[src/inc/irq_prio_pkg.sv]
// Purpose: Shared constants and carriers for the interrupt prioritizer.
// Assumes: Sources are numbered by their fixed arbitration order.
// Notes: Offsets are APB byte addresses.
package irq_prio_pkg;
    localparam int NSRC = 11;
    localparam logic [7:0] RST_BYTE = 8'h00;
    // Register byte offsets.
    localparam logic [7:0] OFS_BASE_ENABLE = 8'h00;
    localparam logic [7:0] OFS_EXT_ENABLE_A = 8'h04;
    localparam logic [7:0] OFS_BASE_PRIORITY = 8'h08;
    localparam logic [7:0] OFS_EXT_PRIORITY_A = 8'h0C;
    localparam logic [7:0] OFS_EXT_PRIORITY_B = 8'h10;
    localparam logic [7:0] OFS_STATUS = 8'h14;
    localparam logic [7:0] OFS_SW_FLAGS = 8'h18;
    // Fixed vectors indexed by order.
    localparam logic [15:0] VEC_BASE = 16'h0003;
    localparam logic [15:0] VEC_STEP = 16'h0008;
    localparam logic [3:0] ORD_RESERVED = 4'h8;
    // Sources whose pending flag is cleared when the call is issued.
    localparam logic [10:0] HW_CLEAR_MASK = 11'h00F;
    // Long-call cycles after the detect cycle.
    localparam logic [2:0] CALL_CYCLES = 3'h4;
    typedef struct packed {
        logic valid;
        logic [3:0] order;
        logic [15:0] vector;
        logic high;
    } vec_req_t;
    typedef enum logic [1:0] {
        ST_IDLE = 2'b00,
        ST_CALL = 2'b01
    } call_state_t;
endpackage

[src/irq_prioritizer.sv]
// Purpose: Two-level interrupt prioritizer and vector-call requester.
// Assumes: APB slave with 32-bit data; core reports returns and completed instructions.
// Notes: Only the eight low bits of each enable and priority register are implemented.
//
// The implementer's own choices: the APB register port and the address map.
`timescale 1ns/100ps

// Behaviour
// - Each source has its own software priority bit, low or high.
// - High level preempts a low routine; a high routine is never preempted.
// - All priority bits reset to low.
// - Simultaneous requests: high level serviced before low level.
// - Same level: smaller fixed order wins; reset above all.
// - External request zero: order 0, vector 0x0003, hardware cleared.
// - External request one: order 2, vector 0x0013, hardware cleared.
// - Serial receive and transmit share vector 0x0023 at order 4.
// - Timer-two high and low overflow share vector 0x002B at order 5.
// - Four serial-peripheral flags share vector 0x0033 at order 6.
// - Converter window 0x004B order 9, done 0x0053 order 10; 8 reserved.
// - Requests are sampled on every clock cycle with CE high and decoded every cycle.
// - At least 5 clocks: one detect cycle plus four call cycles.
// - After a return with a request pending, one instruction runs first.
// - Equal or higher running level holds new requests until return+one.
// - Levels come from base and extended priority register a; register b is unused.
module irq_prioritizer (
    // System.
    input wire logic CLOCK,
    input wire logic SRST,
    input wire logic CE,
    // APB slave.
    input wire logic PSEL,
    input wire logic PENABLE,
    input wire logic PWRITE,
    input wire logic [7:0] PADDR,
    input wire logic [31:0] PWDATA,
    output logic [31:0] PRDATA,
    output logic PREADY,
    output logic PSLVERR,
    // Event pulses from peripherals, by order.
    input wire logic [10:0] SRC_EVENT,
    // Core handshake.
    input wire logic GLOBAL_ENABLE,
    input wire logic RETURN_FROM_INTERRUPT_INSTR_DONE,
    input wire logic INSTR_DONE,
    output logic CALL_REQ,
    output logic [15:0] CALL_VECTOR,
    output logic CALL_ENTRY,
    output logic [1:0] ACTIVE_LEVELS
);
    logic [7:0] base_enable_reg;
    logic [7:0] ext_enable_reg_a;
    logic [7:0] base_priority_reg;
    logic [7:0] ext_priority_reg_a;
    logic [7:0] ext_priority_reg_b;
    logic [10:0] pending;
    logic [10:0] enable_vec;
    logic [10:0] level_vec;
    logic [10:0] eligible;
    logic [1:0] in_service;
    logic return_from_interrupt_instr_hold;
    logic [2:0] call_count;
    irq_prio_pkg::call_state_t state;
    irq_prio_pkg::vec_req_t winner;
    irq_prio_pkg::vec_req_t taken;
    logic wr_en;
    logic addr_ok;
    logic [10:0] sw_clear;
    logic start_call;

    // ************************************************************
    // APB access
    // ************************************************************
    assign PREADY = 1'b1;
    assign wr_en = PSEL & PENABLE & PWRITE & CE;
    always_comb begin
        addr_ok = 1'b1;
        unique case (PADDR)
            irq_prio_pkg::OFS_BASE_ENABLE,
            irq_prio_pkg::OFS_EXT_ENABLE_A,
            irq_prio_pkg::OFS_BASE_PRIORITY,
            irq_prio_pkg::OFS_EXT_PRIORITY_A,
            irq_prio_pkg::OFS_EXT_PRIORITY_B,
            irq_prio_pkg::OFS_STATUS,
            irq_prio_pkg::OFS_SW_FLAGS: addr_ok = 1'b1;
            default: addr_ok = 1'b0;
        endcase
    end
    assign PSLVERR = PSEL & PENABLE & ~addr_ok;

    always_ff @(posedge CLOCK) begin
        if (SRST) begin
            base_enable_reg <= irq_prio_pkg::RST_BYTE;
            ext_enable_reg_a <= irq_prio_pkg::RST_BYTE;
            base_priority_reg <= irq_prio_pkg::RST_BYTE;
            ext_priority_reg_a <= irq_prio_pkg::RST_BYTE;
            ext_priority_reg_b <= irq_prio_pkg::RST_BYTE;
        end else if (wr_en) begin
            if (PADDR == irq_prio_pkg::OFS_BASE_ENABLE)
                base_enable_reg <= PWDATA[7:0];
            if (PADDR == irq_prio_pkg::OFS_EXT_ENABLE_A)
                ext_enable_reg_a <= PWDATA[7:0];
            if (PADDR == irq_prio_pkg::OFS_BASE_PRIORITY)
                base_priority_reg <= PWDATA[7:0];
            if (PADDR == irq_prio_pkg::OFS_EXT_PRIORITY_A)
                ext_priority_reg_a <= PWDATA[7:0];
            if (PADDR == irq_prio_pkg::OFS_EXT_PRIORITY_B)
                ext_priority_reg_b <= PWDATA[7:0];
        end
    end

    always_ff @(posedge CLOCK) begin
        if (SRST) begin
            PRDATA <= 32'h0000_0000;
        end else if (CE && PSEL && !PENABLE && !PWRITE) begin
            PRDATA <= 32'h0000_0000;
            unique case (PADDR)
                irq_prio_pkg::OFS_BASE_ENABLE:
                    PRDATA[7:0] <= base_enable_reg;
                irq_prio_pkg::OFS_EXT_ENABLE_A:
                    PRDATA[7:0] <= ext_enable_reg_a;
                irq_prio_pkg::OFS_BASE_PRIORITY:
                    PRDATA[7:0] <= base_priority_reg;
                irq_prio_pkg::OFS_EXT_PRIORITY_A:
                    PRDATA[7:0] <= ext_priority_reg_a;
                irq_prio_pkg::OFS_EXT_PRIORITY_B:
                    PRDATA[7:0] <= ext_priority_reg_b;
                irq_prio_pkg::OFS_STATUS:
                    PRDATA[15:0] <= {3'h0, return_from_interrupt_instr_hold,
                                     state == irq_prio_pkg::ST_CALL,
                                     in_service, taken.order, taken.high,
                                     taken.valid, 3'h0};
                irq_prio_pkg::OFS_SW_FLAGS:
                    PRDATA[10:0] <= pending;
                default: PRDATA <= 32'h0000_0000;
            endcase
        end
    end

    // ************************************************************
    // Source mapping
    // ************************************************************
    // Orders 0..6 use the base registers; 7..10 the extended ones.
    // Extended register b is held for future sources beyond order 10.
    assign enable_vec = {ext_enable_reg_a[3:0], base_enable_reg[6:0]};
    assign level_vec = {ext_priority_reg_a[3:0],
                        base_priority_reg[6:0]};

    // Writing a one to a flag bit in the flag register clears it.
    assign sw_clear = (wr_en && PADDR == irq_prio_pkg::OFS_SW_FLAGS) ?
                      PWDATA[10:0] : 11'h000;

    genvar gi;
    generate
        for (gi = 0; gi < irq_prio_pkg::NSRC; gi++) begin : g_src
            logic hw_clr;
            assign hw_clr = start_call && winner.order == 4'(gi) &&
                            irq_prio_pkg::HW_CLEAR_MASK[gi];
            always_ff @(posedge CLOCK) begin
                if (SRST)
                    pending[gi] <= 1'b0;
                else if (CE) begin
                    // A new event wins over any clear in the same cycle.
                    if (SRC_EVENT[gi] && gi != 8)
                        pending[gi] <= 1'b1;
                    else if (hw_clr || sw_clear[gi])
                        pending[gi] <= 1'b0;
                end
            end
        end
    endgenerate

    // ************************************************************
    // Arbitration
    // ************************************************************
    // A request counts only above every level in service.
    always_comb begin
        for (int i = 0; i < irq_prio_pkg::NSRC; i++) begin
            eligible[i] = pending[i] & enable_vec[i] & GLOBAL_ENABLE &
                          ~in_service[1] &
                          (level_vec[i] | ~in_service[0]) &
                          (i != 8);
        end
    end

    always_comb begin
        winner = '0;
        // Scan from highest order down so the smallest order is last set.
        for (int i = irq_prio_pkg::NSRC - 1; i >= 0; i--) begin
            if (eligible[i] && level_vec[i]) begin
                winner.valid = 1'b1;
                winner.high = 1'b1;
                winner.order = 4'(i);
            end
        end
        if (!winner.valid) begin
            for (int i = irq_prio_pkg::NSRC - 1; i >= 0; i--) begin
                if (eligible[i]) begin
                    winner.valid = 1'b1;
                    winner.order = 4'(i);
                end
            end
        end
        winner.vector = irq_prio_pkg::VEC_BASE +
                        16'(winner.order) * irq_prio_pkg::VEC_STEP;
    end

    // ************************************************************
    // Call sequencing
    // ************************************************************
    // Detection happens in the cycle the winner is registered.
    // The return pulse itself blocks as well, so a request pending as the
    // return completes still waits for the following instruction.
    assign start_call = CE && state == irq_prio_pkg::ST_IDLE &&
                        winner.valid && !return_from_interrupt_instr_hold &&
                        !RETURN_FROM_INTERRUPT_INSTR_DONE;

    always_ff @(posedge CLOCK) begin
        if (SRST) begin
            state <= irq_prio_pkg::ST_IDLE;
            call_count <= 3'h0;
            taken <= '0;
        end else if (CE) begin
            unique case (state)
                irq_prio_pkg::ST_IDLE: begin
                    if (start_call) begin
                        taken <= winner;
                        state <= irq_prio_pkg::ST_CALL;
                        call_count <= 3'h0;
                    end
                end
                irq_prio_pkg::ST_CALL: begin
                    call_count <= call_count + 3'h1;
                    if (call_count == irq_prio_pkg::CALL_CYCLES - 3'h1) begin
                        state <= irq_prio_pkg::ST_IDLE;
                        taken.valid <= 1'b0;
                    end
                end
                default: state <= irq_prio_pkg::ST_IDLE;
            endcase
        end
    end

    assign CALL_REQ = state == irq_prio_pkg::ST_CALL;
    assign CALL_VECTOR = taken.vector;
    assign CALL_ENTRY = CALL_REQ &&
                        call_count == irq_prio_pkg::CALL_CYCLES - 3'h1;
    assign ACTIVE_LEVELS = in_service;

    // In-service levels are set at entry and unwound by return.
    always_ff @(posedge CLOCK) begin
        if (SRST) begin
            in_service <= 2'b00;
        end else if (CE) begin
            if (CALL_ENTRY)
                in_service[taken.high] <= 1'b1;
            else if (RETURN_FROM_INTERRUPT_INSTR_DONE) begin
                if (in_service[1])
                    in_service[1] <= 1'b0;
                else
                    in_service[0] <= 1'b0;
            end
        end
    end

    // After a return one more instruction must complete before a call.
    always_ff @(posedge CLOCK) begin
        if (SRST)
            return_from_interrupt_instr_hold <= 1'b0;
        else if (CE) begin
            if (RETURN_FROM_INTERRUPT_INSTR_DONE)
                return_from_interrupt_instr_hold <= 1'b1;
            else if (INSTR_DONE)
                return_from_interrupt_instr_hold <= 1'b0;
        end
    end
endmodule

[config.mk]
export PLATFORM = sky130hd
export DESIGN_NAME = irq_prioritizer
export DESIGN_NICKNAME = d
export VERILOG_FILES = /design/src/inc/irq_prio_pkg.sv /design/src/irq_prioritizer.sv
export SDC_FILE = /design/constraint.sdc
export NUM_CORES = 1
export LEC_CHECK = 0
export ABC_AREA = 1
export BUFFER_PORTS_ARGS = -buffer_cell sky130_fd_sc_hd__clkbuf_2
export CORE_MARGIN = 2
export CORE_UTILIZATION = 47
export DETAILED_ROUTE_END_ITERATION = 10
export PLACE_DENSITY = 0.8
export SYNTH_ARGS = -nofsm -noshare
export SYNTH_HDL_FRONTEND = slang
export SYNTH_SLANG_ARGS = --single-unit
[constraint.sdc]
create_clock -name CLOCK -period 2.1 [get_ports CLOCK]
set_input_delay 0.42 -clock CLOCK [delete_from_list [all_inputs] [get_ports CLOCK]]
set_output_delay 0.42 -clock CLOCK [all_outputs]
set_load 0.03 [all_outputs]
======== Word-level counts from Yosys, hierarchy flattened ========
Index checks and enable logic that the tools add are counted.
cells by class
  bitwise logic cells ..................... 58
  order comparisons ....................... 2
  add/subtract/negate cells ............... 2
  equal/unequal tests ..................... 14
  shift operators ......................... 0
  muxes and demuxes ....................... 71
  reductions and logical operators ........ 71
  $mul .................................... 0
  div/mod/pow operators ................... 0
operators by type and width
  kind                                            number
  two-way mux 5 bit                               21
  case mux 8 bit (7 select lines)                 1
  AND 1 bit                                       44
  two-way mux 1 bit                               36
  AND reduction 2 bit                             17
  nonzero test 2 bit                              13
  == test 8 x 5 -> 1 bit (second input constant)  3
  logical AND 1 bit                               24
  two-way mux 22 bit                              1
  == test 8 x 4 -> 1 bit (second input constant)  2
  case mux 3 bit (2 select lines)                 2
  AND reduction 3 bit                             4
  two-way mux 11 bit                              1
  two-way mux 2 bit                               5
  bitwise OR 1 bit                                10
  adder 2 x 7 -> 8 bit (first input constant)     1
  == test 4 x 2 -> 1 bit (second input constant)  2
  == test 8 x 3 -> 1 bit (second input constant)  1
  zero test 8 bit                                 1
  OR reduction 7 bit                              1
  == test 4 x 1 -> 1 bit (second input constant)  1
  zero test 1 bit                                 4
  zero test 4 bit                                 1
  logical OR 1 bit                                4
  15 further kinds                                18
storage, ports and cells
  flip-flop bits (word level) ............. 96
  input bits .............................. 60
  latch bits .............................. 0
  logic and storage cells ................. 243
  memories ................................ 0
  bits in writable memories ............... 0
  output and inout bits ................... 54
  bits in read-only memories .............. 0

======== Depth between registers and ports, before layout ========
Gate-level depths: netlist of the first run.
  depth after elaboration ................. 33
  depth in mapped cells ................... 25
  gate-level depth less buffers ........... 24

======== Worst setup path before layout of the first run ========
OpenSTA, ideal clock, no wires.
  kind .................................... reg2reg
  start ................................... register in_service[0], in the netlist ACTIVE_LEVELS[0]
  end ..................................... register call_count[1]
  buffers on the path ..................... 0
  data required time ...................... 2032 ps
  setup slack ............................. -12 ps
  arrival ................................. 2044 ps
  setup time .............................. 68 ps
  clock period less this slack ............ 2112 ps
  stages on the path, launching flop included .. 14
  path through ............................ dfxtp_1 inv_2 o21ai_2 or2_4 nand2_2 nor2_4 nand4_4 nor3_4 nand4_2 nand2_4 inv_4 o21ai_4 nand2_1 a21oi_2
between the ends
  cells in the longest elaborated chain, start to end .. 20
  elaborated cells on any way between the ends .. 57
  classes of those cells .................. eq/ne (1); mux (21); bitwise (21); reduce/logical (14)
RTL lines
  what                                 line                    text
  start: declaration                   irq_prioritizer.sv:59   logic [1:0] in_service;
  start signal: assignment             irq_prioritizer.sv:252  in_service <= 2'b00;
  start signal: indexed assignment     irq_prioritizer.sv:255  in_service[taken.high] <= 1'b1;
  start signal: assignment             irq_prioritizer.sv:260  in_service[0] <= 1'b0;
  NOT 1 bit (*)                        irq_prioritizer.sv:180  (level_vec[i] | ~in_service[0]) &
  bitwise OR 1 bit                     irq_prioritizer.sv:180
  AND 1 bit                            irq_prioritizer.sv:179  ~in_service[1] &
  logical AND 1 bit                    irq_prioritizer.sv:189  if (eligible[i] && level_vec[i]) begin
  two-way mux 5 bit (10 in series)     irq_prioritizer.sv:189
  two-way mux 5 bit (*)                irq_prioritizer.sv:195  if (!winner.valid) begin
  logical AND 1 bit (*)                irq_prioritizer.sv:213  assign start_call = CE && state == irq_prio_pkg::ST_IDLE &&
  logical AND 1 bit (*) (2 in series)  irq_prioritizer.sv:214  winner.valid && !return_from_interrupt_instr_hold &&
  inequality test 2 bit (no line) (*)  --
  AND reduction 3 bit (no line) (*)    --
  end signal: assignment               irq_prioritizer.sv:232  call_count <= call_count + 3'h1;
  end: declaration                     irq_prioritizer.sv:61   logic [2:0] call_count;
Mark *: on every way between the ends. The rest lies on a longest branch, timed or not.
A chain may end at the register's enable or synchronous reset.

======== Final worst setup path of the first run ========
  start ................................... register in_service[1], in the netlist ACTIVE_LEVELS[1]
  end ..................................... register pending[1]
between the ends
  cells in the longest elaborated chain, start to end .. 30
  elaborated cells on any way between the ends .. 60
  classes of those cells .................. eq/ne (1); mux (21); bitwise (21); reduce/logical (17)
RTL lines
  what                               line                    text
  start signal: assignment           irq_prioritizer.sv:252
  start signal: indexed assignment   irq_prioritizer.sv:255
  start signal: assignment           irq_prioritizer.sv:258  in_service[1] <= 1'b0;
  NOT 1 bit (*)                      irq_prioritizer.sv:179
  AND 1 bit                          irq_prioritizer.sv:178  eligible[i] = pending[i] & enable_vec[i] & GLOBAL_ENABLE &
  AND 1 bit                          irq_prioritizer.sv:179
  logical AND 1 bit                  irq_prioritizer.sv:189
  two-way mux 5 bit (10 in series)   irq_prioritizer.sv:189
  two-way mux 5 bit (10 in series)   irq_prioritizer.sv:197  if (eligible[i]) begin
  two-way mux 5 bit (*)              irq_prioritizer.sv:195
  == test 4 x 1 -> 1 bit             irq_prioritizer.sv:156  assign hw_clr = start_call && winner.order == 4'(gi) &&
  logical AND 1 bit (*)              irq_prioritizer.sv:156
  logical OR 1 bit (*)               irq_prioritizer.sv:165  else if (hw_clr || sw_clear[gi])
  nonzero test 2 bit (no line) (*)   --
  AND reduction 2 bit (no line) (*)  --
  end signal: indexed assignment     irq_prioritizer.sv:160  pending[gi] <= 1'b0;
  end signal: indexed assignment     irq_prioritizer.sv:164  pending[gi] <= 1'b1;
  end signal: indexed assignment     irq_prioritizer.sv:166  pending[gi] <= 1'b0;
  end: declaration                   irq_prioritizer.sv:55   logic [10:0] pending;
Marks and branches as above.

==> results.txt, run 1 <==
- The finished layout holds 801 standard cells, fillers aside.
- The most used flip-flop cell after synthesis is sky130_fd_sc_hd__dfxtp_1.
- 0 antenna diodes ended up in the layout.
* Post-synthesis area per instance: between 7 and 8 um^2
* Die Footprint: 9440 um^2
- TritonCTS built the clock tree.
- Startpoint types: flip-flop
- STA classifies the critical path endpoint as a flip-flop.
- Setup TNS: -0.154 ns
* WHS Path Cells: 3
* Type of the most critical hold path: input pin to flip-flop
- Data arrival time of the critical path: roughly 2.4 ns
* Initial DRC Count: 363
- Num ports: ~110
- Clock skew on the completed layout was measured at about 0.0080 ns.
- Entering global routing, the biggest net connects ~50 pins.
- The core region is slightly above 8000 um^2.
- The post-route netlist has 28.7% of its cells at a drive strength greater than 1.
* Power after layout: 2.95 mW
- The library cell used most frequently in the layout, excluding fill and tap cells, is sky130_fd_sc_hd__nand2_1.
- By area the synthesized netlist is led by sky130_fd_sc_hd__dfxtp_1 (38%), sky130_fd_sc_hd__nand2_1 (10%), sky130_fd_sc_hd__a21oi_1 (8.5%), sky130_fd_sc_hd__o21ai_0 (6.9%), sky130_fd_sc_hd__buf_4 (6.8%).
- Counting the buffers created by CTS gives 9.
- After synthesis, the largest area contributor takes up ~38% of total cell area.
- Max Slew Vio Count: 0
- Counting flops per register, the top entry is PRDATA.
- The mapped netlist covers 4080 um^2.
- Number of synthesized flops with an enable pin: 0
* Total wire length after detailed routing: ~12000 um
- The floorplan step set the die width to 97.2 um.
- Once detail routing completed, the nets flagged for antenna violations numbered 0.
- Total via count after detailed routing: 4271
* # placed instances: roughly 780
* Library cell occupying the most area in the post-synthesis netlist: sky130_fd_sc_hd__dfxtp_1
* Number of fill cells: 728
- Least setup slack across all paths after layout: -0.0923 ns
- Storage element area: 1550 um^2
* Effective utilization at floorplan: 49.1%
* RSZ-0062 raised after global routing: yes
- GRT overflow: 0
- Clock latency on the worst-skew pair: 0.36 ns
* FF+latch count, synth: 77
- Deepest clock path buffer count: 2
- After detailed routing, the average wire length per cell comes to 14.8 um.
* Status: finished with violations
- Setup violations remaining at the end of the flow were counted as 3.
* H-tree depth: 3
- Before CTS, the worst setup slack after placement is -0.383 ns.
- The number of hold-slack violations in the final timing report came to 0.
- After synthesis, flip-flops and latches occupy 37.8% of the total area.
- For this design the ratio of total power to cell area is 574 nW/um^2.
- The number of global-route vias before repair came to 3889.
- Type of the worst setup path: flip-flop to flip-flop
* Required time at the endpoint of the critical path: 2.34 ns
* Area used by multi-input combinational logic: approximately 2200 um^2
- Max Fclk: 456 MHz
- Maximum VDD drop: approximately 0.44 mV
* Die extent in y: 97.2 um
- From synthesis to final layout, the design area changed by 26.0%.
- Largest registers: PRDATA: 13 flops, pending: 10 flops
- The library cells used most frequently in the layout, excluding fill and tap cells, are sky130_fd_sc_hd__nand2_1 (105), sky130_fd_sc_hd__dfxtp_1 (74), sky130_fd_sc_hd__inv_1 (67).
- At the end of routability-driven placement, the weighted congestion stood at between 0.9 and 1.
- Via density per instance: 5.33
* Yosys cell types: 49
- Global-route wire length before repair: 18400 um
* Share of the cycle needed by the critical path after routing: 104%
- Worst reg2reg path depth: 24
* Detailed placer's ending HPWL: 8930 um
- Total global-route track usage: 24.3%
- LEAKAGE: about 2.3 nW
- The cell count after synthesis came out at slightly below 600.
* Clock Pin Slew Worst Setup and Hold Paths: 0.08 ns
- Critical Path Fanout Max: 8
- The register with the most flip-flops in the layout has 13 of them.
* Share of synthesized registers carrying an async set or reset: 0%
- Maxcap violations: 0
- Failing checks: setup timing
* Num rows: 33
- Counting every sink on the clock net gives 77.
- For this run, design rule violations remaining after detail routing come to 0.
- The net count of the finished layout is between 700 and 800.
* Synth warn: 0
- The cell sitting at the root of the clock tree is a sky130_fd_sc_hd__clkbuf_8.
* Number of port buffers: 60
* Initial DRT Pass Iterations: 6
- Period minus WS final: 2.19 ns
* Number of antenna violations at the first check in global routing: 0
-- layout make-up --
type	count	share of cell area [%]
multi-input cells	408	42.4
flip-flops and latches	77	30.1
repair buffers	124	15.5
inverters	71	5.38
clock buffers	12	3.02
well taps	105	2.56
clock inverters	4	1.05
-- final timing paths --
path | start | end | slack [ns]
worst min-delay path | SRC_EVENT[10] | pending[10]$_SDFFE_PP0P_ | 0.27
worst max register to register | ACTIVE_LEVELS[1]$_SDFFE_PP0P_ | pending[1]$_SDFFE_PP0P_ | -0.09
worst min register to register | ext_priority_reg_a[1]$_SDFFE_PP0P_ | ext_priority_reg_a[1]$_SDFFE_PP0P_ | 0.46
worst max-delay path | ACTIVE_LEVELS[1]$_SDFFE_PP0P_ | pending[1]$_SDFFE_PP0P_ | -0.09
-- metrics by stage --
stage                     hold WS, ns  area [um^2]  util (%)
after CTS                       0.269         4970      59.9
after detailed placement        0.451         4730      57.0
after global placement          0.440         4730      57.0
after global routing            0.270         5140      61.9
after floorplan                 0.428         4190         -
final                           0.275         5140      61.9
-- where the power goes --
group / switching, mW / internal (mW) / total, mW / leakage (nW)
clock: 0.564 / 0.618 / 1.18 / 0.0992
combinational: 0.201 / 0.0763 / 0.277 / 1.54
sequential: 0.0158 / 1.48 / 1.49 / 0.624
-- cell families (layout without fill, tap and decap cells) --
logic type,Yosys count,in the layout,synth area share [%]
AND/OR/NAND/NOR,221,221,24.6
AO/OA/AOI/OAI,155,155,21.7
buffers and inverters,122,211,15.1
flip-flops,77,77,37.8
other,2,30,0.184
adder cells (fa/ha/maj),2,2,0.613
-- worst max-delay path: stages, from the launching register on --
cell and delay [ns]:
sky130_fd_sc_hd__dfxtp_4 0.41, sky130_fd_sc_hd__clkinv_4 0.08, sky130_fd_sc_hd__nand2_2 0.07, sky130_fd_sc_hd__nor2_4 0.14, sky130_fd_sc_hd__nand3_2 0.11, sky130_fd_sc_hd__nand2_1 0.08, sky130_fd_sc_hd__nand2_1 0.05, sky130_fd_sc_hd__nand2_1 0.05
sky130_fd_sc_hd__nand2_1 0.06, sky130_fd_sc_hd__nand2_1 0.05, sky130_fd_sc_hd__nand2_1 0.06, sky130_fd_sc_hd__nand2_2 0.07, sky130_fd_sc_hd__nand3_1 0.07, sky130_fd_sc_hd__nand2_1 0.06, sky130_fd_sc_hd__nand2_1 0.04, sky130_fd_sc_hd__nand2_1 0.05
sky130_fd_sc_hd__nand2_1 0.06, sky130_fd_sc_hd__nand2_1 0.06, sky130_fd_sc_hd__nand2_1 0.05, sky130_fd_sc_hd__nand2_1 0.07, sky130_fd_sc_hd__nand2_2 0.07, sky130_fd_sc_hd__nand2_2 0.08, sky130_fd_sc_hd__nand2_1 0.10, sky130_fd_sc_hd__nand3_1 0.08
sky130_fd_sc_hd__a21oi_1 0.05
-- cells in the mapped netlist (3+ instances only) --
| cell | count |
|---|---|
| sky130_fd_sc_hd__a21oi_1 | 69 |
| sky130_fd_sc_hd__o21ai_0 | 56 |
| sky130_fd_sc_hd__inv_1 | 67 |
| sky130_fd_sc_hd__dfxtp_1 | 77 |
| sky130_fd_sc_hd__a221oi_1 | 6 |
| sky130_fd_sc_hd__nand2_1 | 114 |
| sky130_fd_sc_hd__nor4_1 | 4 |
| sky130_fd_sc_hd__nor2_2 | 6 |
| sky130_fd_sc_hd__nand2_2 | 5 |
| sky130_fd_sc_hd__o221ai_1 | 4 |
| sky130_fd_sc_hd__buf_4 | 37 |
| sky130_fd_sc_hd__nor2_1 | 56 |
| sky130_fd_sc_hd__clkbuf_1 | 10 |
| sky130_fd_sc_hd__nand3_1 | 17 |
| sky130_fd_sc_hd__o2111ai_1 | 3 |
| sky130_fd_sc_hd__o22ai_1 | 3 |
-- per-layer routing --
layer,vias up,track usage (%),routed length [um]
li1,2065,-,-
met1,1948,29.9,4820
met2,208,40.2,5530
met3,50,5.68,966
met4,0,10.9,523
met5,-,0,0
-- repair_timing --
item | 4_1_cts | 5_1_grt
setup buffers | 1 | 3
setup endpoints to repair | 14 | 14
hold buffers | 0 | 0
pin swaps | 2 | 12
gates resized for setup | 7 | 42
Power figures use the tool's default switching activity.
==> run 2, diff against run 1 <==
--- a/config.mk
+++ b/config.mk
@@ -6,11 +6,11 @@
 export NUM_CORES = 1
 export LEC_CHECK = 0
 export ABC_AREA = 1
-export BUFFER_PORTS_ARGS = -buffer_cell sky130_fd_sc_hd__clkbuf_2
 export CORE_MARGIN = 2
-export CORE_UTILIZATION = 47
+export CORE_UTILIZATION = 50
 export DETAILED_ROUTE_END_ITERATION = 10
-export PLACE_DENSITY = 0.8
+export DONT_BUFFER_PORTS = 1
+export PLACE_DENSITY = 0.72
 export SYNTH_ARGS = -nofsm -noshare
 export SYNTH_HDL_FRONTEND = slang
 export SYNTH_SLANG_ARGS = --single-unit
==> run 2 against run 1 <==
Effect of this change:
- the run ends with DRC, setup timing left
- sequential power barely moved
- design area fell by 5.5%
- flip-flop and latch count did not move
- clock-buffer cell count fell by 1
- total power fell by 2.2%
- worst hold slack got worse by 0.17 ns
- combinational power fell by 26%
- register-to-register slack got worse by 0.07 ns
- critical path type unchanged
- largest power group unchanged
==> results.txt, run 2 (synthesized netlist as in run 1, its figures left out) <==
* Commonest cells after routing, fill and taps aside: sky130_fd_sc_hd__nand2_1 (101), sky130_fd_sc_hd__dfxtp_1 (70), sky130_fd_sc_hd__inv_1 (67)
* Maximum clock skew at final layout: 0.00950 ns (+0.00151 ns)
- Total via count after detailed routing: 4133 (-3.2%)
- Clk Tree Root Cell: sky130_fd_sc_hd__clkbuf_8
- Effective utilization at floorplan: 52.2% (+3.1 points)
- The first-pass GRT wire length came to 18000 um (-2.4%).
* Pin count of the biggest net entering global routing: 47 (-4.1%)
- DP Worst Slack: -0.135 ns (+0.248 ns)
- GRT overflow: 0 (unchanged)
- The flip-flop count of the largest register, all copies and words added is 13 (unchanged).
* Capturing element type of the critical path: flip-flop
* Origin of the worst setup path: ACTIVE_LEVELS[1]$_SDFFE_PP0P_
- Critical Path Fanout Max: 4 (-4)
- The worst setup path is of the flip-flop to flip-flop kind.
* Power after layout: 2.89 mW (-2.2%)
- Num ports: 114 (unchanged)
* Post-detailed-route DRC marker count: 1 (+1)
* Worst reg2reg path depth: 14 (-42%)
- The leakage dissipation came to 2.00 nW (-12%).
- Count of nets left with antenna violations after detail routing: 0 (unchanged)
- The worst-case setup margin in the final layout is -0.159 ns (-0.0669 ns).
* Failing checks: DRC, setup timing
- At the pin with the least slew margin, the transition time is between 0.5 and 0.6 ns.
* Via count of the first global-routing pass: 3716 (-4.4%)
- Maximum VDD drop: 0.434 mV (-1.9%)
- The x dimension of the die is 94.3 um (-2.9%).
- The number of maximum-capacitance violations was 0 (unchanged).
- Number of fill cells: 685 (-5.9%)
* Required time at the endpoint of the critical path: 2.35 ns (about the same)
- The final period utilization was 108% (+3.2 points).
- Num rows: 32 (-3.0%)
* Die extent in y: 94.3 um (-2.9%)
* Deepest clock path buffer count: 2 (unchanged)
* Largest register by flop count: PRDATA
* H-tree depth: 3 (unchanged)
- The library cell used most frequently in the layout, excluding fill and tap cells, is sky130_fd_sc_hd__nand2_1.
- The fmax came to 443 MHz (-3.0%).
* Total power divided by cell area: 594 nW/um^2 (+3.4%)
- The flow ran to the end, but the final reports show violations.
- The number of CTS-inserted buffers is 9 (unchanged).
- Max_slew headroom: 60.4%
- Largest registers: PRDATA: 13 flops, pending: 10 flops
- The data arrival time of the worst path came to 2.51 ns (+0.08 ns).
- In this run the worst hold path is classified as input pin to flip-flop.
- Worst reg-to-reg setup slack: -0.16 ns (-0.07 ns)
- Die Footprint: 8900 um^2 (-5.8%)
- The total wirelength of the detailed-routed design came to 12300 um (+4.1%).
* Initial DRT Pass Iterations: 9 (+3)
- Number of port buffers: 0 (-100%)
- The net count of the finished layout was 688 (-8.6%).
* RSZ-0062 raised after global routing: yes
- Launch point of the worst reg-to-reg path: ACTIVE_LEVELS[1]$_SDFFE_PP0P_
- Number of standard cells in the layout, taps in and fillers out: 733 (-8.5%)
- The per-cell via count in the routed design was 5.64 (+5.7%).
* Antenna diodes: 0 (unchanged)
* Total number of clock tree sinks: 77 (unchanged)
- Max Slew Vio Count: 0 (unchanged)
- The clock insertion delay at the later pin of the skew report was 0.36 ns (about the same).
* Setup Viol. Count Final: 9 (+6)
- The number of hold-slack violations in the final timing report was 0 (unchanged).
* # placed instances: 706 (-9.6%)
* Startpoint types: flip-flop
- Endpoint of the most critical register-to-register path: pending[2]$_SDFFE_PP0P_
- CP Capture Point: pending[2]$_SDFFE_PP0P_
* Area of the core region: 7810 um^2 (-5.9%)
- The overall routing resource usage is 26.4% (+2.1 points).
- Detailed placer's ending HPWL: 8640 um (-3.2%)
- The wire length per cell came to 16.8 um (+14%).
- GP Congestion: 0.942 (-1.9%)
- Clock Pin Slew Worst Setup and Hold Paths: 0.08 ns (about the same)
- Period minus WS final: 2.26 ns (+0.0669 ns)
* Number of antenna violations at the first check in global routing: 0 (unchanged)
- Compared with the post-synthesis result, the final layout area differs by 19.1%.
- TritonCTS built the clock tree.
- Fraction of layout cells with a size suffix above 1: 23.0% (-5.8 points)
- Initial DRC Count: 586 (+61%)
## run 2: cell count changes in the layout (fill, tap and decap cells not counted), sizes merged
cell	before	now
clkbuf	72	11
buf	64	59
clkinv	2	5
clkinvlp	2	0
## run 2: per-layer routing
metal  GRT usage, %  up-vias  share of wire (%)
li1               -     1941                  -
met1           33.0     1877                 39
met2           43.2      257                 47
met3           7.06       58                9.7
met4           10.7        0                3.5
met5              0        -                  0
## run 2: per-stage QoR
step           utilization (%)  hold slack, ns  instance area (um^2)  setup TNS, ns
6_report                  62.2           0.108                  4860         -0.790
5_1_grt                   62.2          0.0952                  4860          -2.01
4_1_cts                   58.9           0.111                  4600        -0.0150
3_5_place_dp              55.7           0.456                  4350         -0.733
3_3_place_gp              55.7           0.447                  4350         -0.290
2_1_floorplan                -           0.428                  4190              0
## run 2: cell type report
cell class | count | area, um^2 | share of cell area (%)
timing repair buffer | 59 | 467 | 9.60
multi-input combinational | 408 | 2220 | 45.6
inverter | 71 | 284 | 5.84
tap | 102 | 128 | 2.63
sequential | 77 | 1560 | 32.0
clock buffer | 11 | 151 | 3.12
clock inverter | 5 | 57.6 | 1.18
## run 2: critical path: stages (launching register included)
cell,delay [ns]
sky130_fd_sc_hd__dfxtp_4,0.38
sky130_fd_sc_hd__buf_12,0.14
sky130_fd_sc_hd__nor4_4,0.34
sky130_fd_sc_hd__nand2_1,0.16
sky130_fd_sc_hd__nand2_2,0.15
sky130_fd_sc_hd__nor2_4,0.05
sky130_fd_sc_hd__nand4_4,0.09
sky130_fd_sc_hd__nor3_4,0.06
sky130_fd_sc_hd__buf_4,0.14
sky130_fd_sc_hd__a21oi_4,0.13
sky130_fd_sc_hd__nand2_2,0.09
sky130_fd_sc_hd__a21oi_2,0.15
sky130_fd_sc_hd__nand3_2,0.09
sky130_fd_sc_hd__nand3_1,0.08
sky130_fd_sc_hd__a21oi_1,0.08
## run 2: how the worst min path moves through the flow
stage | from | cells after the start | endpoint
2_1_floorplan | taken[21]$_SDFFE_PP0P_ | 2 | taken[21]$_SDFFE_PP0P_
3_3_place_gp | ext_priority_reg_a[1]$_SDFFE_PP0P_ | 2 | ext_priority_reg_a[1]$_SDFFE_PP0P_
3_5_place_dp | call_count[1]$_SDFFE_PP0P_ | 2 | call_count[1]$_SDFFE_PP0P_
4_1_cts | SRST | 1 | call_count[1]$_SDFFE_PP0P_
5_1_grt | SRST | 1 | pending[6]$_SDFFE_PP0P_
6_report | SRST | 1 | pending[6]$_SDFFE_PP0P_
## run 2: what timing repair did
item | in CTS | in global routing
hold buffers | 0 | 0
pin swaps | 0 | 26
setup buffers | 0 | 11
gates resized for setup | 8 | 54
setup endpoints to repair | 11 | 13
## run 2: power by group
part | internal [mW] | switching [mW]
Clock | 0.616 | 0.567
Sequential | 1.48 | 0.0231
Combinational | 0.0476 | 0.156
Total | 2.14 | 0.747
==> run 3, diff against run 2 <==
--- a/config.mk
+++ b/config.mk
@@ -10,7 +10,7 @@
 export CORE_UTILIZATION = 50
 export DETAILED_ROUTE_END_ITERATION = 10
 export DONT_BUFFER_PORTS = 1
-export PLACE_DENSITY = 0.72
+export PLACE_DENSITY = 0.79
 export SYNTH_ARGS = -nofsm -noshare
 export SYNTH_HDL_FRONTEND = slang
 export SYNTH_SLANG_ARGS = --single-unit
==> run 3 against run 2 <==
Effect of this change:
- maximum frequency rose by 4.6%
- cell count fell by 1.4%
- register-to-register slack improved by 0.10 ns
- worst hold slack improved by 0.0097 ns
- die area did not move
- the flow finishes with violations (setup timing)
- clock power fell by 6%
- non-clock buffer count fell by 10
- design area fell by 2.6%
- via count fell by 2.6%
- critical endpoint unchanged
==> results.txt, run 3 (synthesized netlist as in run 1, its figures left out) <==
- The number of nets with antenna violations after routing was 0 (unchanged).
- The number of buffers inserted by port buffering was 0 (unchanged).
* Initial DRT Pass Iterations: 7 (-2)
- The H-tree level count was 3 (unchanged).
- Required time at the endpoint of the critical path: 2.35 ns (about the same)
* Clk Tree Root Cell: sky130_fd_sc_hd__clkbuf_8
* Failing checks: setup timing
- Final count of hold timing violations: 0 (unchanged)
* GRT overflow: 0 (unchanged)
- The power per cell area came to 596 nW/um^2 (+0.27%).
* Die Footprint: 8900 um^2 (unchanged)
* Die extent in y: 94.3 um (unchanged)
* P&R area growth vs syn: 16.0%
* Least setup slack across all paths after layout: -0.0592 ns (+0.100 ns)
* Detailed placer's ending HPWL: 8340 um (-3.5%)
- Via count of the first global-routing pass: 3671 (-1.2%)
* Initial DRC Count: 312 (-47%)
* Clock Pin Slew Worst Setup and Hold Paths: 0.08 ns (about the same)
- TritonCTS built the clock tree.
* # placed instances: 703 (-0.42%)
- Deepest clock path buffer count: 2 (unchanged)
- The transition time at the pin with the least slew margin is 0.592 ns (-0.000835 ns).
- The time the final worst path needs with I/O delays and setup came to 2.16 ns (-0.100 ns).
- The effective utilization at floorplan came to 52.2% (unchanged).
- GP Congestion: 0.956 (+1.5%)
* Num rows: 32 (unchanged)
* Max Fclk: 463 MHz (+4.6%)
- The share of layout cells above drive strength 1 is 19.0% (-4.0 points).
* Area post-placement: 4320 um^2 (-0.52%)
- Critical Path Fanout Max: 5 (+1)
* Post-detailed-route DRC marker count: 0 (-1)
- Die X-Extent: 94.3 um (unchanged)
* Number of antenna violations at the first check in global routing: 0 (unchanged)
* Antenna diodes: 0 (unchanged)
- Post-detailed-route wirelength per cell: 16.2 um (-3.9%)
- Max Slew Vio Count: 0 (unchanged)
- The number of placed I/O pins is 114 (unchanged).
- Number of standard cells in the layout, taps in and fillers out: 723 (-1.4%)
- PRDATA holds more flip-flops than any other register.
- The path class of the tightest hold or removal check is input pin to flip-flop.
* Data arrival time of the critical path: 2.41 ns (-0.10 ns)
- Maxcap violations: 0 (unchanged)
- Area of the core region: 7810 um^2 (unchanged)
- The overall routing resource usage came to 26.4% (about the same).
- The critical path is of the flip-flop to flip-flop type.
- The final standard cell area without fillers is 4730 um^2 (-2.6%).
- Maximum clock skew at final layout: 0.0117 ns (+0.00225 ns)
- In the layout the commonest cells are sky130_fd_sc_hd__nand2_1 (111), sky130_fd_sc_hd__dfxtp_1 (75), sky130_fd_sc_hd__inv_1 (67).
- STA classifies the critical path startpoint as a flip-flop.
* Via density per instance: 5.57 (-1.2%)
* LEAKAGE: 1.94 nW (-3.1%)
- Maximum VDD drop: 0.528 mV (+22%)
- The setup TNS is -0.150 ns (+0.640 ns).
- Global-route wire length before repair: 18100 um (+0.53%)
- The number of CTS-inserted buffers is 9 (unchanged).
* Share of the cycle needed by the critical path after routing: 103% (-4.8 points)
- The total via count in the routed design was 4026 (-2.6%).
- RSZ-0062 raised after global routing: yes
- Total number of nets in the final design: 678 (-1.5%)
- The largest registers in the layout are PRDATA: 13 flops, pending: 10 flops.
- The worst slew slack as a fraction of its limit was 60.5% (about the same).
- Largest register FFs: 13 (unchanged)
- Capturing element type of the critical path: flip-flop
- Most common cell after layout, fill and taps aside: sky130_fd_sc_hd__nand2_1
* Total wire length after detailed routing: 11700 um (-5.2%)
- Status: finished with violations
* Clock latency on the worst-skew pair: 0.36 ns (about the same)
* Setup Viol. Count Final: 4 (-5)
* Hold Worst Slack: 0.118 ns (+0.00968 ns)
* Total number of clock tree sinks: 77 (unchanged)
- The maximum number of pins on one net before global-route repair was 47 (unchanged).
==> run 3: cell types whose count changed in the layout (fill, tap and decap cells not counted), moves of 4 or more <==
cell | previous run | this run
sky130_fd_sc_hd__dfxtp_1 | 70 | 75
sky130_fd_sc_hd__nand2_1 | 101 | 111
sky130_fd_sc_hd__buf_4 | 55 | 47
sky130_fd_sc_hd__nand2_2 | 18 | 6
sky130_fd_sc_hd__dfxtp_2 | 5 | 1
==> run 3: worst max-delay path: stages (launching register included) <==
cell and delay (ns):
sky130_fd_sc_hd__dfxtp_4 0.37, sky130_fd_sc_hd__buf_12 0.15, sky130_fd_sc_hd__nor2_2 0.11, sky130_fd_sc_hd__o21ai_2 0.07, sky130_fd_sc_hd__or2_4 0.24, sky130_fd_sc_hd__nand2_2 0.09, sky130_fd_sc_hd__nor2_4 0.06, sky130_fd_sc_hd__buf_4 0.13
sky130_fd_sc_hd__nand3_1 0.08, sky130_fd_sc_hd__nand2_1 0.05, sky130_fd_sc_hd__a21oi_1 0.16, sky130_fd_sc_hd__nand2_1 0.10, sky130_fd_sc_hd__a21oi_1 0.19, sky130_fd_sc_hd__nand3_1 0.11, sky130_fd_sc_hd__nand3_2 0.08, sky130_fd_sc_hd__a21oi_2 0.04
==> run 3: per-stage QoR <==
step	power [mW]	util, %	setup WS (ns)
4_1_cts	2.81	58.7	0.00715
6_report	2.82	60.6	-0.0592
2_1_floorplan	1.73	-	0.00456
3_3_place_gp	1.72	55.4	-0.0818
3_5_place_dp	1.72	55.4	-0.119
5_1_grt	2.91	60.6	-0.207
==> run 3: worst paths after layout <==
path	to	cells after the start	slack, ns	startpoint
worst min register to register	ext_priority_reg_a[1]$_SDFFE_PP0P_	2	0.47	ext_priority_reg_a[1]$_SDFFE_PP0P_
worst max register to register	pending[2]$_SDFFE_PP0P_	15	-0.06	ACTIVE_LEVELS[1]$_SDFFE_PP0P_
worst min-delay path	call_count[1]$_SDFFE_PP0P_	1	0.12	SRST
worst max-delay path	pending[2]$_SDFFE_PP0P_	15	-0.06	ACTIVE_LEVELS[1]$_SDFFE_PP0P_
==> run 3: final cells by class <==
type,instances,area [um^2]
Multi-Input combinational cell,408,2180
Tap cell,102,128
Timing Repair Buffer,49,398
Sequential cell,77,1550
Clock buffer,12,145
Fill cell,663,3080
Clock inverter,4,47.5
Inverter,71,284
==> run 3: per-layer routing <==
metal | global-route usage [%] | routed length [um]
met1 | 34.1 | 4770
met2 | 43.8 | 5540
met3 | 5.86 | 1020
met4 | 8.57 | 356
met5 | 0 | 0
==> run 3: power by group <==
part | leakage [nW] | internal, mW | switching, mW | total (mW)
clock network | 0.0964 | 0.579 | 0.535 | 1.11
registers | 0.624 | 1.48 | 0.0226 | 1.50
logic | 1.22 | 0.0474 | 0.158 | 0.205
==> run 3: repair_timing <==
action | 4_1_cts | 5_1_grt
hold buffers | 0 | 0
cloned | 0 | 1
endpoints found under the setup margin | 12 | 13
buffers inserted | 2 | 1
pin swaps | 4 | 3
resized for setup | 10 | 30
